[config.mk]
export PLATFORM = sky130hd
export DESIGN_NAME = adb_dma_flags
export DESIGN_NICKNAME = d
export VERILOG_FILES = /design/src/inc/adb_pkg.sv /design/src/hw/adb_buffer2.sv /design/src/hw/adb_dma_flags.sv
export SDC_FILE = /design/constraint.sdc
export NUM_CORES = 1
export LEC_CHECK = 0
export BUFFER_PORTS_ARGS = -buffer_cell sky130_fd_sc_hd__buf_2
export CAP_MARGIN = 20
export CORE_MARGIN = 2
export CORE_UTILIZATION = 25
export DETAILED_ROUTE_END_ITERATION = 6
export PLACE_DENSITY = 0.4
export SYNTH_ARGS = -nofsm -noshare
export SYNTH_HDL_FRONTEND = slang
export SYNTH_HIERARCHICAL = 1
export SYNTH_SLANG_ARGS = --single-unit
[constraint.sdc]
create_clock -name clk -period 2.2 [get_ports clk]
set_input_delay 0.22 -clock clk [delete_from_list [all_inputs] [get_ports clk]]
set_output_delay 0.22 -clock clk [all_outputs]
set_load 0.05 [all_outputs]
[src/inc/adb_pkg.sv]
/*
  Constants for the converter transfer flag block: register selects,
  field positions, reset values and widths.
  Assumes it is compiled before every design file that imports it.
*/
package adb_pkg;
  localparam int ADB_DATA_W = 16;
  localparam int ADB_CONV_N = 2;
  // Register selects on the special-function register port.
  localparam logic adb_sel_control = 1'h0;
  localparam logic adb_sel_config = 1'h1;
  // Control register fields.
  localparam int ADB_CN_MODE = 5;
  localparam int ADB_CN_ERR1 = 4;
  localparam int ADB_CN_ERR0 = 3;
  localparam int ADB_CN_WEN = 2;
  localparam int ADB_CN_WARN1 = 1;
  localparam int ADB_CN_WARN0 = 0;
  // Configuration register fields.
  localparam int ADB_CF_HALT = 7;
  localparam int ADB_CF_BUSY = 6;
  localparam int ADB_CF_CIE = 3;
  localparam int ADB_CF_EOE = 1;
  localparam logic [7:0] ADB_CN_RESET = 8'h00;
  localparam logic [7:0] ADB_CF_RESET = 8'h00;
  localparam int ADB_FIFO_DEPTH = 2;
endpackage

[src/hw/adb_buffer2.sv]
/*
  Small first-in first-out buffer with valid and ready on both sides.
  Assumes one clock and a synchronous active-high reset.
*/
`timescale 1ns/1ps
module adb_buffer2 #(
  parameter int WIDTH = 17,
  parameter int DEPTH = 2
) (
  // Clock and reset.
  input wire logic clk,
  input wire logic rst,
  // Filling side.
  input wire logic in_valid,
  output logic in_ready,
  input wire logic [WIDTH-1:0] in_data,
  // Draining side.
  output logic out_valid,
  input wire logic out_ready,
  output logic [WIDTH-1:0] out_data
);
  localparam int PW = (DEPTH > 1) ? $clog2(DEPTH) : 1;

  initial begin
    if (DEPTH != 2 || WIDTH < 1) begin
      $error("adb_buffer2 serves a depth of two only");
    end
  end

  logic [WIDTH-1:0] mem [DEPTH];
  logic [PW-1:0] wr_ptr, rd_ptr, next_wr_ptr, next_rd_ptr;
  logic [PW:0] count, next_count;
  logic push, pop;

  // Full and empty come straight from the count so they never lie.
  assign in_ready = (count != (PW+1)'(DEPTH));
  assign out_valid = (count != '0);
  assign out_data = mem[rd_ptr];
  assign push = in_valid && in_ready;
  assign pop = out_valid && out_ready;

  // Pointer and count arithmetic.
  always_comb begin
    next_wr_ptr = push ? wr_ptr + 1'b1 : wr_ptr;
    next_rd_ptr = pop ? rd_ptr + 1'b1 : rd_ptr;
    next_count = count + (PW+1)'(push) - (PW+1)'(pop);
  end

  // Storage and pointers.
  always_ff @(posedge clk) begin
    if (rst) begin
      wr_ptr <= '0;
      rd_ptr <= '0;
      count <= '0;
    end else begin
      wr_ptr <= next_wr_ptr;
      rd_ptr <= next_rd_ptr;
      count <= next_count;
    end
    if (push) begin
      mem[wr_ptr] <= in_data;
    end
  end
endmodule

[src/hw/adb_dma_flags.sv]
/*
  Transfer engine flag and buffer logic for two converters: holding
  buffers, overflow warnings and errors, mode select, halt handshake.
  Assumes converter done pulses come from logic on the same clock and
  that the data memory accepts words by valid and ready.
*/
`timescale 1ns/1ps
module adb_dma_flags
  import adb_pkg::*;
#(
  parameter int DATA_W = adb_pkg::ADB_DATA_W
) (
  // Clock and reset.
  input wire logic clk,
  input wire logic rst,
  // Special-function register port.
  input wire logic sfr_wr,
  input wire logic sfr_rd,
  input wire logic sfr_sel,
  input wire logic [7:0] sfr_wdata,
  output logic [7:0] sfr_rdata,
  // Converter results.
  input wire logic [adb_pkg::ADB_CONV_N-1:0] conv_done,
  input wire logic [DATA_W-1:0] conv0_data,
  input wire logic [DATA_W-1:0] conv1_data,
  // Data memory write stream.
  input wire logic mem_offchip,
  output logic mem_valid,
  input wire logic mem_ready,
  output logic [DATA_W-1:0] mem_data,
  output logic mem_chan,
  // Status toward the processor.
  output logic transfer_mode_select,
  output logic warning_irq,
  output logic error_irq
);
  import adb_pkg::*;

  initial begin
    if (DATA_W < 1) begin
      $error("adb_dma_flags needs a data width of at least one");
    end
  end

  logic [DATA_W-1:0] conv_data [ADB_CONV_N];
  assign conv_data[0] = conv0_data;
  assign conv_data[1] = conv1_data;

  // Register state.
  logic mode, next_mode;
  logic warn_en, next_warn_en;
  logic [ADB_CONV_N-1:0] err_flag, next_err_flag;
  logic [ADB_CONV_N-1:0] warn_flag, next_warn_flag;
  logic halt, next_halt;
  logic cie, next_cie, eoe, next_eoe;
  logic [7:0] next_sfr_rdata;

  // Holding buffer and converter data register per converter.
  logic [DATA_W-1:0] hold [ADB_CONV_N];
  logic [DATA_W-1:0] next_hold [ADB_CONV_N];
  logic [DATA_W-1:0] pend [ADB_CONV_N];
  logic [DATA_W-1:0] next_pend [ADB_CONV_N];
  logic [ADB_CONV_N-1:0] hold_v, next_hold_v, pend_v, next_pend_v;
  logic last_chan, next_last_chan;

  // Buffer toward memory and its output stage.
  logic fifo_in_valid, fifo_in_ready, fifo_out_valid, fifo_out_ready;
  logic [DATA_W:0] fifo_in_data, fifo_out_data;
  logic next_mem_valid, next_mem_chan;
  logic [DATA_W-1:0] next_mem_data;
  logic next_warning_irq, next_error_irq;
  logic pick, pick_ok;
  logic [ADB_CONV_N-1:0] drain;
  logic halted;

  adb_buffer2 #(
    .WIDTH(DATA_W + 1),
    .DEPTH(ADB_FIFO_DEPTH)
  ) u_buf (
    .clk(clk),
    .rst(rst),
    .in_valid(fifo_in_valid),
    .in_ready(fifo_in_ready),
    .in_data(fifo_in_data),
    .out_valid(fifo_out_valid),
    .out_ready(fifo_out_ready),
    .out_data(fifo_out_data)
  );

  // Choose which holding buffer goes to memory next.
  always_comb begin
    pick = 1'b0;
    pick_ok = |hold_v;
    if (mode) begin
      // Second mode alternates converters so neither starves.
      pick = (hold_v[1] && (!hold_v[0] || !last_chan)) ? 1'b1 : 1'b0;
    end else begin
      // Default mode always favours the first converter.
      pick = hold_v[0] ? 1'b0 : 1'b1;
    end
    fifo_in_valid = pick_ok;
    fifo_in_data = {pick, hold[pick]};
    drain = '0;
    drain[pick] = pick_ok && fifo_in_ready;
    next_last_chan = (pick_ok && fifo_in_ready) ? pick : last_chan;
  end

  // Holding buffers, data registers and the hardware side of the flags.
  always_comb begin
    next_hold = hold;
    next_pend = pend;
    next_hold_v = hold_v;
    next_pend_v = pend_v;
    next_err_flag = err_flag;
    next_warn_flag = warn_flag;
    next_mode = mode;
    next_warn_en = warn_en;
    next_halt = halt;
    next_cie = cie;
    next_eoe = eoe;
    // Software writes can only clear flags; set below wins over clear.
    if (sfr_wr && sfr_sel == adb_sel_control) begin
      next_mode = sfr_wdata[ADB_CN_MODE];
      next_warn_en = sfr_wdata[ADB_CN_WEN];
      next_err_flag = err_flag & {sfr_wdata[ADB_CN_ERR1], sfr_wdata[ADB_CN_ERR0]};
      next_warn_flag = warn_flag & {sfr_wdata[ADB_CN_WARN1], sfr_wdata[ADB_CN_WARN0]};
    end
    if (sfr_wr && sfr_sel == adb_sel_config) begin
      next_halt = sfr_wdata[ADB_CF_HALT];
      next_cie = sfr_wdata[ADB_CF_CIE];
      next_eoe = sfr_wdata[ADB_CF_EOE];
    end
    for (int i = 0; i < ADB_CONV_N; i++) begin
      // A drained buffer is refilled from the waiting data register.
      if (drain[i]) begin
        next_hold_v[i] = pend_v[i];
        next_hold[i] = pend[i];
        next_pend_v[i] = 1'b0;
      end
      if (conv_done[i]) begin
        if (hold_v[i]) begin
          next_warn_flag[i] = 1'b1;
        end
        if (!next_hold_v[i]) begin
          next_hold_v[i] = 1'b1;
          next_hold[i] = conv_data[i];
        end else begin
          // Second result with no memory access waits in pend; a third overwrites the older pending word.
          if (next_pend_v[i]) begin
            next_err_flag[i] = 1'b1;
          end
          next_pend_v[i] = 1'b1;
          next_pend[i] = conv_data[i];
        end
      end
    end
  end

  // Output stage toward memory; halt blocks new off-chip words.
  always_comb begin
    halted = halt && mem_offchip;
    fifo_out_ready = (!mem_valid || mem_ready) && !halted;
    next_mem_valid = mem_valid;
    next_mem_data = mem_data;
    next_mem_chan = mem_chan;
    if (mem_valid && mem_ready) begin
      next_mem_valid = 1'b0;
    end
    if (fifo_out_valid && fifo_out_ready) begin
      next_mem_valid = 1'b1;
      next_mem_data = fifo_out_data[DATA_W-1:0];
      next_mem_chan = fifo_out_data[DATA_W];
    end
  end

  // Read data and interrupt levels.
  always_comb begin
    next_sfr_rdata = sfr_rdata;
    if (sfr_rd) begin
      next_sfr_rdata = 8'h00;
      if (sfr_sel == adb_sel_control) begin
        next_sfr_rdata[ADB_CN_MODE] = mode;
        next_sfr_rdata[ADB_CN_ERR1] = err_flag[1];
        next_sfr_rdata[ADB_CN_ERR0] = err_flag[0];
        next_sfr_rdata[ADB_CN_WEN] = warn_en;
        next_sfr_rdata[ADB_CN_WARN1] = warn_flag[1];
        next_sfr_rdata[ADB_CN_WARN0] = warn_flag[0];
      end else begin
        next_sfr_rdata[ADB_CF_HALT] = halt;
        next_sfr_rdata[ADB_CF_BUSY] = mem_valid && mem_offchip;
        next_sfr_rdata[ADB_CF_CIE] = cie;
        next_sfr_rdata[ADB_CF_EOE] = eoe;
      end
    end
    next_warning_irq = warn_en && (|warn_flag);
    next_error_irq = |err_flag;
  end

  // All state registers.
  always_ff @(posedge clk) begin
    if (rst) begin
      mode <= ADB_CN_RESET[ADB_CN_MODE];
      warn_en <= ADB_CN_RESET[ADB_CN_WEN];
      err_flag <= '0;
      warn_flag <= '0;
      halt <= ADB_CF_RESET[ADB_CF_HALT];
      cie <= ADB_CF_RESET[ADB_CF_CIE];
      eoe <= ADB_CF_RESET[ADB_CF_EOE];
      hold_v <= '0;
      pend_v <= '0;
      last_chan <= 1'b1;
      mem_valid <= 1'b0;
      mem_chan <= 1'b0;
      mem_data <= '0;
      sfr_rdata <= 8'h00;
      warning_irq <= 1'b0;
      error_irq <= 1'b0;
      transfer_mode_select <= 1'b0;
    end else begin
      mode <= next_mode;
      warn_en <= next_warn_en;
      err_flag <= next_err_flag;
      warn_flag <= next_warn_flag;
      halt <= next_halt;
      cie <= next_cie;
      eoe <= next_eoe;
      hold_v <= next_hold_v;
      pend_v <= next_pend_v;
      last_chan <= next_last_chan;
      mem_valid <= next_mem_valid;
      mem_chan <= next_mem_chan;
      mem_data <= next_mem_data;
      sfr_rdata <= next_sfr_rdata;
      warning_irq <= next_warning_irq;
      error_irq <= next_error_irq;
      transfer_mode_select <= next_mode;
    end
    hold <= next_hold;
    pend <= next_pend;
  end
endmodule

# After elaboration in Yosys (flattened, before gate mapping)
# Memories as Yosys holds them, arrays and structs flattened. A register that Yosys moved wholly into a read port is not among the register bits.
# Cells that the tools add are included.
classes:
  addsub: 4
  reduce_logical: 24
  bitwise_logic: 5
  mux: 46
  order_cmp: 3
  eq_ne: 1
ops:
  columns: ["cell", "count"]
  rows:
  - ["two-way mux 16 bit", 9]
  - ["two-way mux 1 bit", 32]
  - ["logical AND 1 bit", 11]
  - ["two-way mux 2 bit", 4]
  - ["bitwise AND 2 bit", 3]
  - ["OR reduction 2 bit", 3]
  - ["zero test 1 bit", 4]
  - ["AND reduction 2 bit", 2]
  - ["nonzero test 2 bit", 2]
  - ["adder 1 bit (second input constant)", 2]
  - ["adder 2 x 1 -> 2 bit", 1]
  - [">= comparator 2 bit (second input constant)", 1]
  - ["logical OR 1 bit", 2]
  - ["less-than comparator 1 x 2 -> 1 bit (second input constant)", 1]
  - ["!= test 2 bit (second input constant)", 1]
  - ["inverter 1 -> 2 bit", 1]
  - ["subtractor 2 x 1 -> 2 bit", 1]
  - ["demux 1 bit (select 1 bit)", 1]
  - [">= comparator 1 bit (second input constant)", 1]
  - ["inverter 1 bit", 1]
word_totals:
  word_cells: 105
  mem_bits_rw: 34
  regBits: 93
  mem_count: 1
memory_table:
  columns: ["memory", "depth", "width", "rd", "rd_ports_with_merged_regs", "write_ports", "line", "rtl"]
  rows:
  - ["u_buf.mem", 2, 17, 1, 1, 1, "adb_buffer2.sv:30", "logic [WIDTH-1:0] mem [DEPTH];"]

# Logic depth before layout (Yosys ltp)
logic_depth:
  word_depth: 14
  mapped_depth: 9

# Cells and area by module
# Netlist, hierarchy kept.
by_module_without_submodules:
  columns: ["module", "instances", "area_each_um2", "cells_each", "seq_area_each_um2"]
  rows:
  - ["adb_dma_flags", 1, 4131.5, 368, 2442.3]
  - ["adb_buffer2", 1, 1482.7, 82, 1121.1]

# Worst setup path after synthesis
# Ideal clock, no wire load.
synth_path:
  path_kind: "reg-to-reg"
  startpoint: "register mode"
  endpoint: "register pend[16] in the netlist's numbering (enable)"
  setup_slack_ps: -47
  arrival_ps: 1859
  stages_incl_launch_ff: 5
  setup_time_ps: 389
  path_cell_list: "dfxtp_1 > nand3b_1 > nand2_1 > o21ai_0 > nor2_1"
synth_between:
  elab_chain_cells: 8
  elab_cells_between_ends: 9
synth_lines:
  columns: ["element", "line", "rtl"]
  rows:
  - ["start: declaration", "adb_dma_flags.sv:50", "logic mode, next_mode;"]
  - ["start signal: assignment", "adb_dma_flags.sv:202", "mode <= ADB_CN_RESET[ADB_CN_MODE];"]
  - ["start signal: assignment", "adb_dma_flags.sv:220", "mode <= next_mode;"]
  - ["two-way mux 1 bit *", "adb_dma_flags.sv:94", "if (mode) begin"]
  - ["less-than comparator 1 x 2 -> 1 bit (not written as such) or >= comparator 1 bit (tied branches)", "adb_dma_flags.sv:104", "drain[pick] = pick_ok && fifo_in_ready;"]
  - ["logical AND 1 bit", "adb_dma_flags.sv:104", null]
  - ["two-way mux 1 bit (not written as such)", "adb_dma_flags.sv:104", null]
  - ["demux 1 bit (select 1 bit) *", "adb_dma_flags.sv:104", null]
  - ["bitwise AND 2 bit (no line) *", null, null]
  - ["two-way mux 1 bit *", "adb_dma_flags.sv:135", "if (drain[i]) begin"]
  - ["AND reduction 2 bit (no line) *", null, null]
  - ["end signal: assignment", "adb_dma_flags.sv:239", "pend <= next_pend;"]
  - ["end: declaration", "adb_dma_flags.sv:61", "logic [DATA_W-1:0] pend [ADB_CONV_N];"]
# Every way passes the cells marked *; elsewhere a longest branch is shown, timed or not.
# A chain may end at the register's enable or synchronous reset.

# Worst setup path in the final report
layout_path:
  startpoint: "register hold_v[1]"
  endpoint: "register u_buf.count[1]"
layout_between:
  elab_chain_cells: 4
layout_lines:
  columns: ["element", "line", "rtl"]
  rows:
  - ["start: declaration", "adb_dma_flags.sv:63", "logic [ADB_CONV_N-1:0] hold_v, next_hold_v, pend_v, next_pend_v;"]
  - ["start signal: assignment", "adb_dma_flags.sv:227", "hold_v <= next_hold_v;"]
  - ["OR reduction 2 bit", "adb_dma_flags.sv:93", "pick_ok = |hold_v;"]
  - ["via fifo_in_valid", "adb_dma_flags.sv:67", "logic fifo_in_valid, fifo_in_ready, fifo_out_valid, fifo_out_ready;"]
  - ["logical AND 1 bit", "adb_buffer2.sv:39", "assign push = in_valid && in_ready;"]
  - ["adder 2 x 1 -> 2 bit", "adb_buffer2.sv:46", "next_count = count + (PW+1)'(push) - (PW+1)'(pop);"]
  - ["subtractor 2 x 1 -> 2 bit", "adb_buffer2.sv:46", null]
  - ["end signal: assignment", "adb_buffer2.sv:58", "count <= next_count;"]
  - ["end: declaration", "adb_buffer2.sv:32", "logic [PW:0] count, next_count;"]
# The timed path passes the listed nets, and every way through them passes these cells.

==> metrics.yaml <==
rr_worst_depth: 8
core_area_mm2: 0.0220
synth_top_family_by_area: "multiplexers"
wire_per_inst_um: 14.4
switchingPower_w: 0.00255
cts_sinks: 145
synth-compound-area-share_pct: 7.78
synth_ff_type: "dfxtp_1"
netlist_instances: 450
synthToLayoutAreaGrowth_pct: 28.4
hp-start: "conv0_data[14]"
fill_cells: 2163
power.internal_w: 0.00583
initialDrtViolationCount: 134
grt_usage_pct: 10.8
fmax_mhz: 509
crit-reg2reg-launch: "hold_v[1]"
antenna_found_initial: 0
r2r_slack_ns: 0.24
grt_pass1_wl_um: 19400
cts_setup_buffers: 0
ant_nets: 0
holdPathEnd: "pend[30]"
post-place-cells: 802
grt_overflow: 0
r2r_end: "u_buf/count[1]"
postPlaceCellArea_mm2: 0.00637
grt_max_degree: 33
drc: 0
muxShareOfSynthArea_pct: 16.3
rows: 54
outcome: "completed"
synth-async-reset-ratio_pct: 0
pwr-share-seq_pct: 41.3
vdd_ir_drop_max_v: 0.000543
clkPwrFrac_pct: 34.2
drv_cap: 0
die-area_mm2: 0.0237
leakagePower_nw: 2.84
finalCritPeriodShare_pct: 89.2
min_path_cells: 1
final_cell_mix: "dfxtp_1 (79), buf_2 (76), edfxtp_1 (66)"
clockBufferDepth: 2
fin_hold_ws_ns: 0.0197
comb_power_share_pct: 24.4
num_antenna_cells: 0
initial_utilization_pct: 25.6
synth-simple-area-share_pct: 9.16
grt_pass1_vias: 3544
synth_xor_xnor_area_share_pct: 0.156
routed_wl_um: 12400
cts_made_buffers: 17
criticalPathCategory: "reg -> reg"
synth_fp_nets: 500
final_util_pct: 32.8
multi_input_area_mm2: 0.00191
rsz0062_at_grt: "false"
fin_setup_tns_ns: 0
layout.nets: 615
crit_fanout: 10
syn_avg_cell_area_um2: 12.5
die_w_um: 154
post-dp-hpwl_um: 8340
fin_cells: 858
ios: 78
mostFrequentLayoutCell: "dfxtp_1"
cts_tree: "built"
ys_ff_latch: 145
vias_per_cell: 4.22
gp_congestion: 0.755
port_buffers: 76
yosys_warnings: 6
vias: 3625
syn-cell-area_mm2: 0.00561
yosysSeqAreaShare_pct: 63.5
stdcell_area_mm2: 0.00721
netlist-cell-type-count: 39
max-slew-margin-rel_pct: 62.7
powerDensity_mw_per_mm2: 1160
setup_viol: 0
hold_path.class: "in -> reg"
drtPass1Iterations: 4
die-height_um: 154
timing.critical_path.required_ns: 2.50
synth_fa_ha_area_share_pct: 0.223
drive_gt1_share_pct: 28.5
clkSlewWorstSetupHoldPaths_ns: 0.06
fin_worst_skew_ns: 0.00953
cts_htree_levels: 4
swShare_pct: 30.4
final-seq-area_mm2: 0.00356
worst_pin_slew_ns: 0.559
synth_enable_flop_cells: 66
clk_latency_ns: 0.41
critical_path_arrival_ns: 2.26
final_hold_viol_count: 0
end_kind: "flip-flop"
period_minus_slack_ns: 1.96
cts-root-buf: "clkbuf_16"
slew_violations: 0
worst_setup_path_start_kind: "flip-flop"
[synthesized netlist by cell type (5+ instances only)]
| library cell | n | area, um2 |
|---|---|---|
| dfxtp_1 | 79 | 1580 |
| edfxtp_1 | 66 | 1980 |
| nor2_1 | 64 | 240 |
| mux2i_1 | 53 | 531 |
| a21oi_1 | 51 | 255 |
| mux2_2 | 33 | 372 |
| nand2_1 | 13 | 48.8 |
| o21ai_0 | 11 | 55.1 |
| nand2b_1 | 10 | 62.6 |
| clkbuf_1 | 9 | 33.8 |
| buf_2 | 8 | 40.0 |
| nand3_1 | 6 | 30.0 |
| nand3b_1 | 6 | 45.0 |
| inv_1 | 5 | 18.8 |
[timing repair]
item,4_1_cts,5_1_grt
endpoints found under the setup margin,0,32
hold buffers,22,2
resized for setup,0,2
endpoints found under the hold margin,22,2
[power by group through the flow]
stage | combinational, W | sequential [W] | clock, W
after floorplan | 0.00107 | 0.00394 | 0
after global placement | 0.00201 | 0.00352 | 0
after detailed placement | 0.00204 | 0.00353 | 0
after CTS | 0.00208 | 0.00347 | 0.00295
after global routing | 0.00222 | 0.00352 | 0.00307
final | 0.00205 | 0.00346 | 0.00287
[worst max path at each step]
stage	slack [ns]	from	endpoint	cells after the start
global placement	0.13	hold_v[1]	pend[21]	4
CTS	0.05	u_buf/count[0]	pend[1]	4
floorplan	0.17	mode	u_buf/mem[0][10]	5
finish	0.24	hold_v[1]	u_buf/count[1]	8
detailed placement	0.06	u_buf/count[0]	pend[5]	4
global route	0.06	hold_v[1]	u_buf/count[1]	8
[sequential cells by signal, summed over array words and instances (netlist names), 2 cells and up, named ones only]
register and cells:
u_buf/mem 34, hold 32, pend 32, mem_data 16, sfr_rdata 8, err_flag 2
hold_v 2, pend_v 2, u_buf/count 2, warn_flag 2
[metrics by stage]
step	power [W]	setup WS [ns]
after global placement	0.00553	0.132
after detailed placement	0.00556	0.0617
after CTS	0.00850	0.0491
final	0.00838	0.237
after global routing	0.00881	0.0596
after floorplan	0.00501	0.167
[layer usage]
metal	wire (um)	part of all wire, %	global-route usage, %	vias up
li1	-	-	-	1842
met3	430	3.5	2.90	9
met2	5550	45	16.9	65
met5	0	0	0	-
met4	165	1.3	4.27	0
met1	6210	50	14.2	1709
[cell type report]
cell class	instances	share of cell area, %
multi-input combinational	276	26.5
clock buffer	21	6.39
sequential	145	49.4
clock inverter	11	1.79
inverter	6	0.312
tap	280	4.86
timing repair buffer	119	10.8
[cells by family (layout without fill, tap and decap cells)]
kind of cell / Yosys count / count (layout)
xor gates and xnor gates: 1 / 1
AOI/OAI and AO/OA: 75 / 75
adders and majority gates: 1 / 1
DFF: 145 / 145
muxes: 87 / 87
buffers and inverters: 29 / 157
and+or+nand+nor: 112 / 112
[critical path: stages, from the launching register on]
cell and delay [ns]:
dfxtp_1 0.39, inv_1 0.15, nand2_1 0.20, nor2b_1 0.20
a211oi_1 0.20, nor2_1 0.08, ha_1 0.19, and2b_1 0.15
mux2_1 0.30
(Power assumes the default switching activity.)
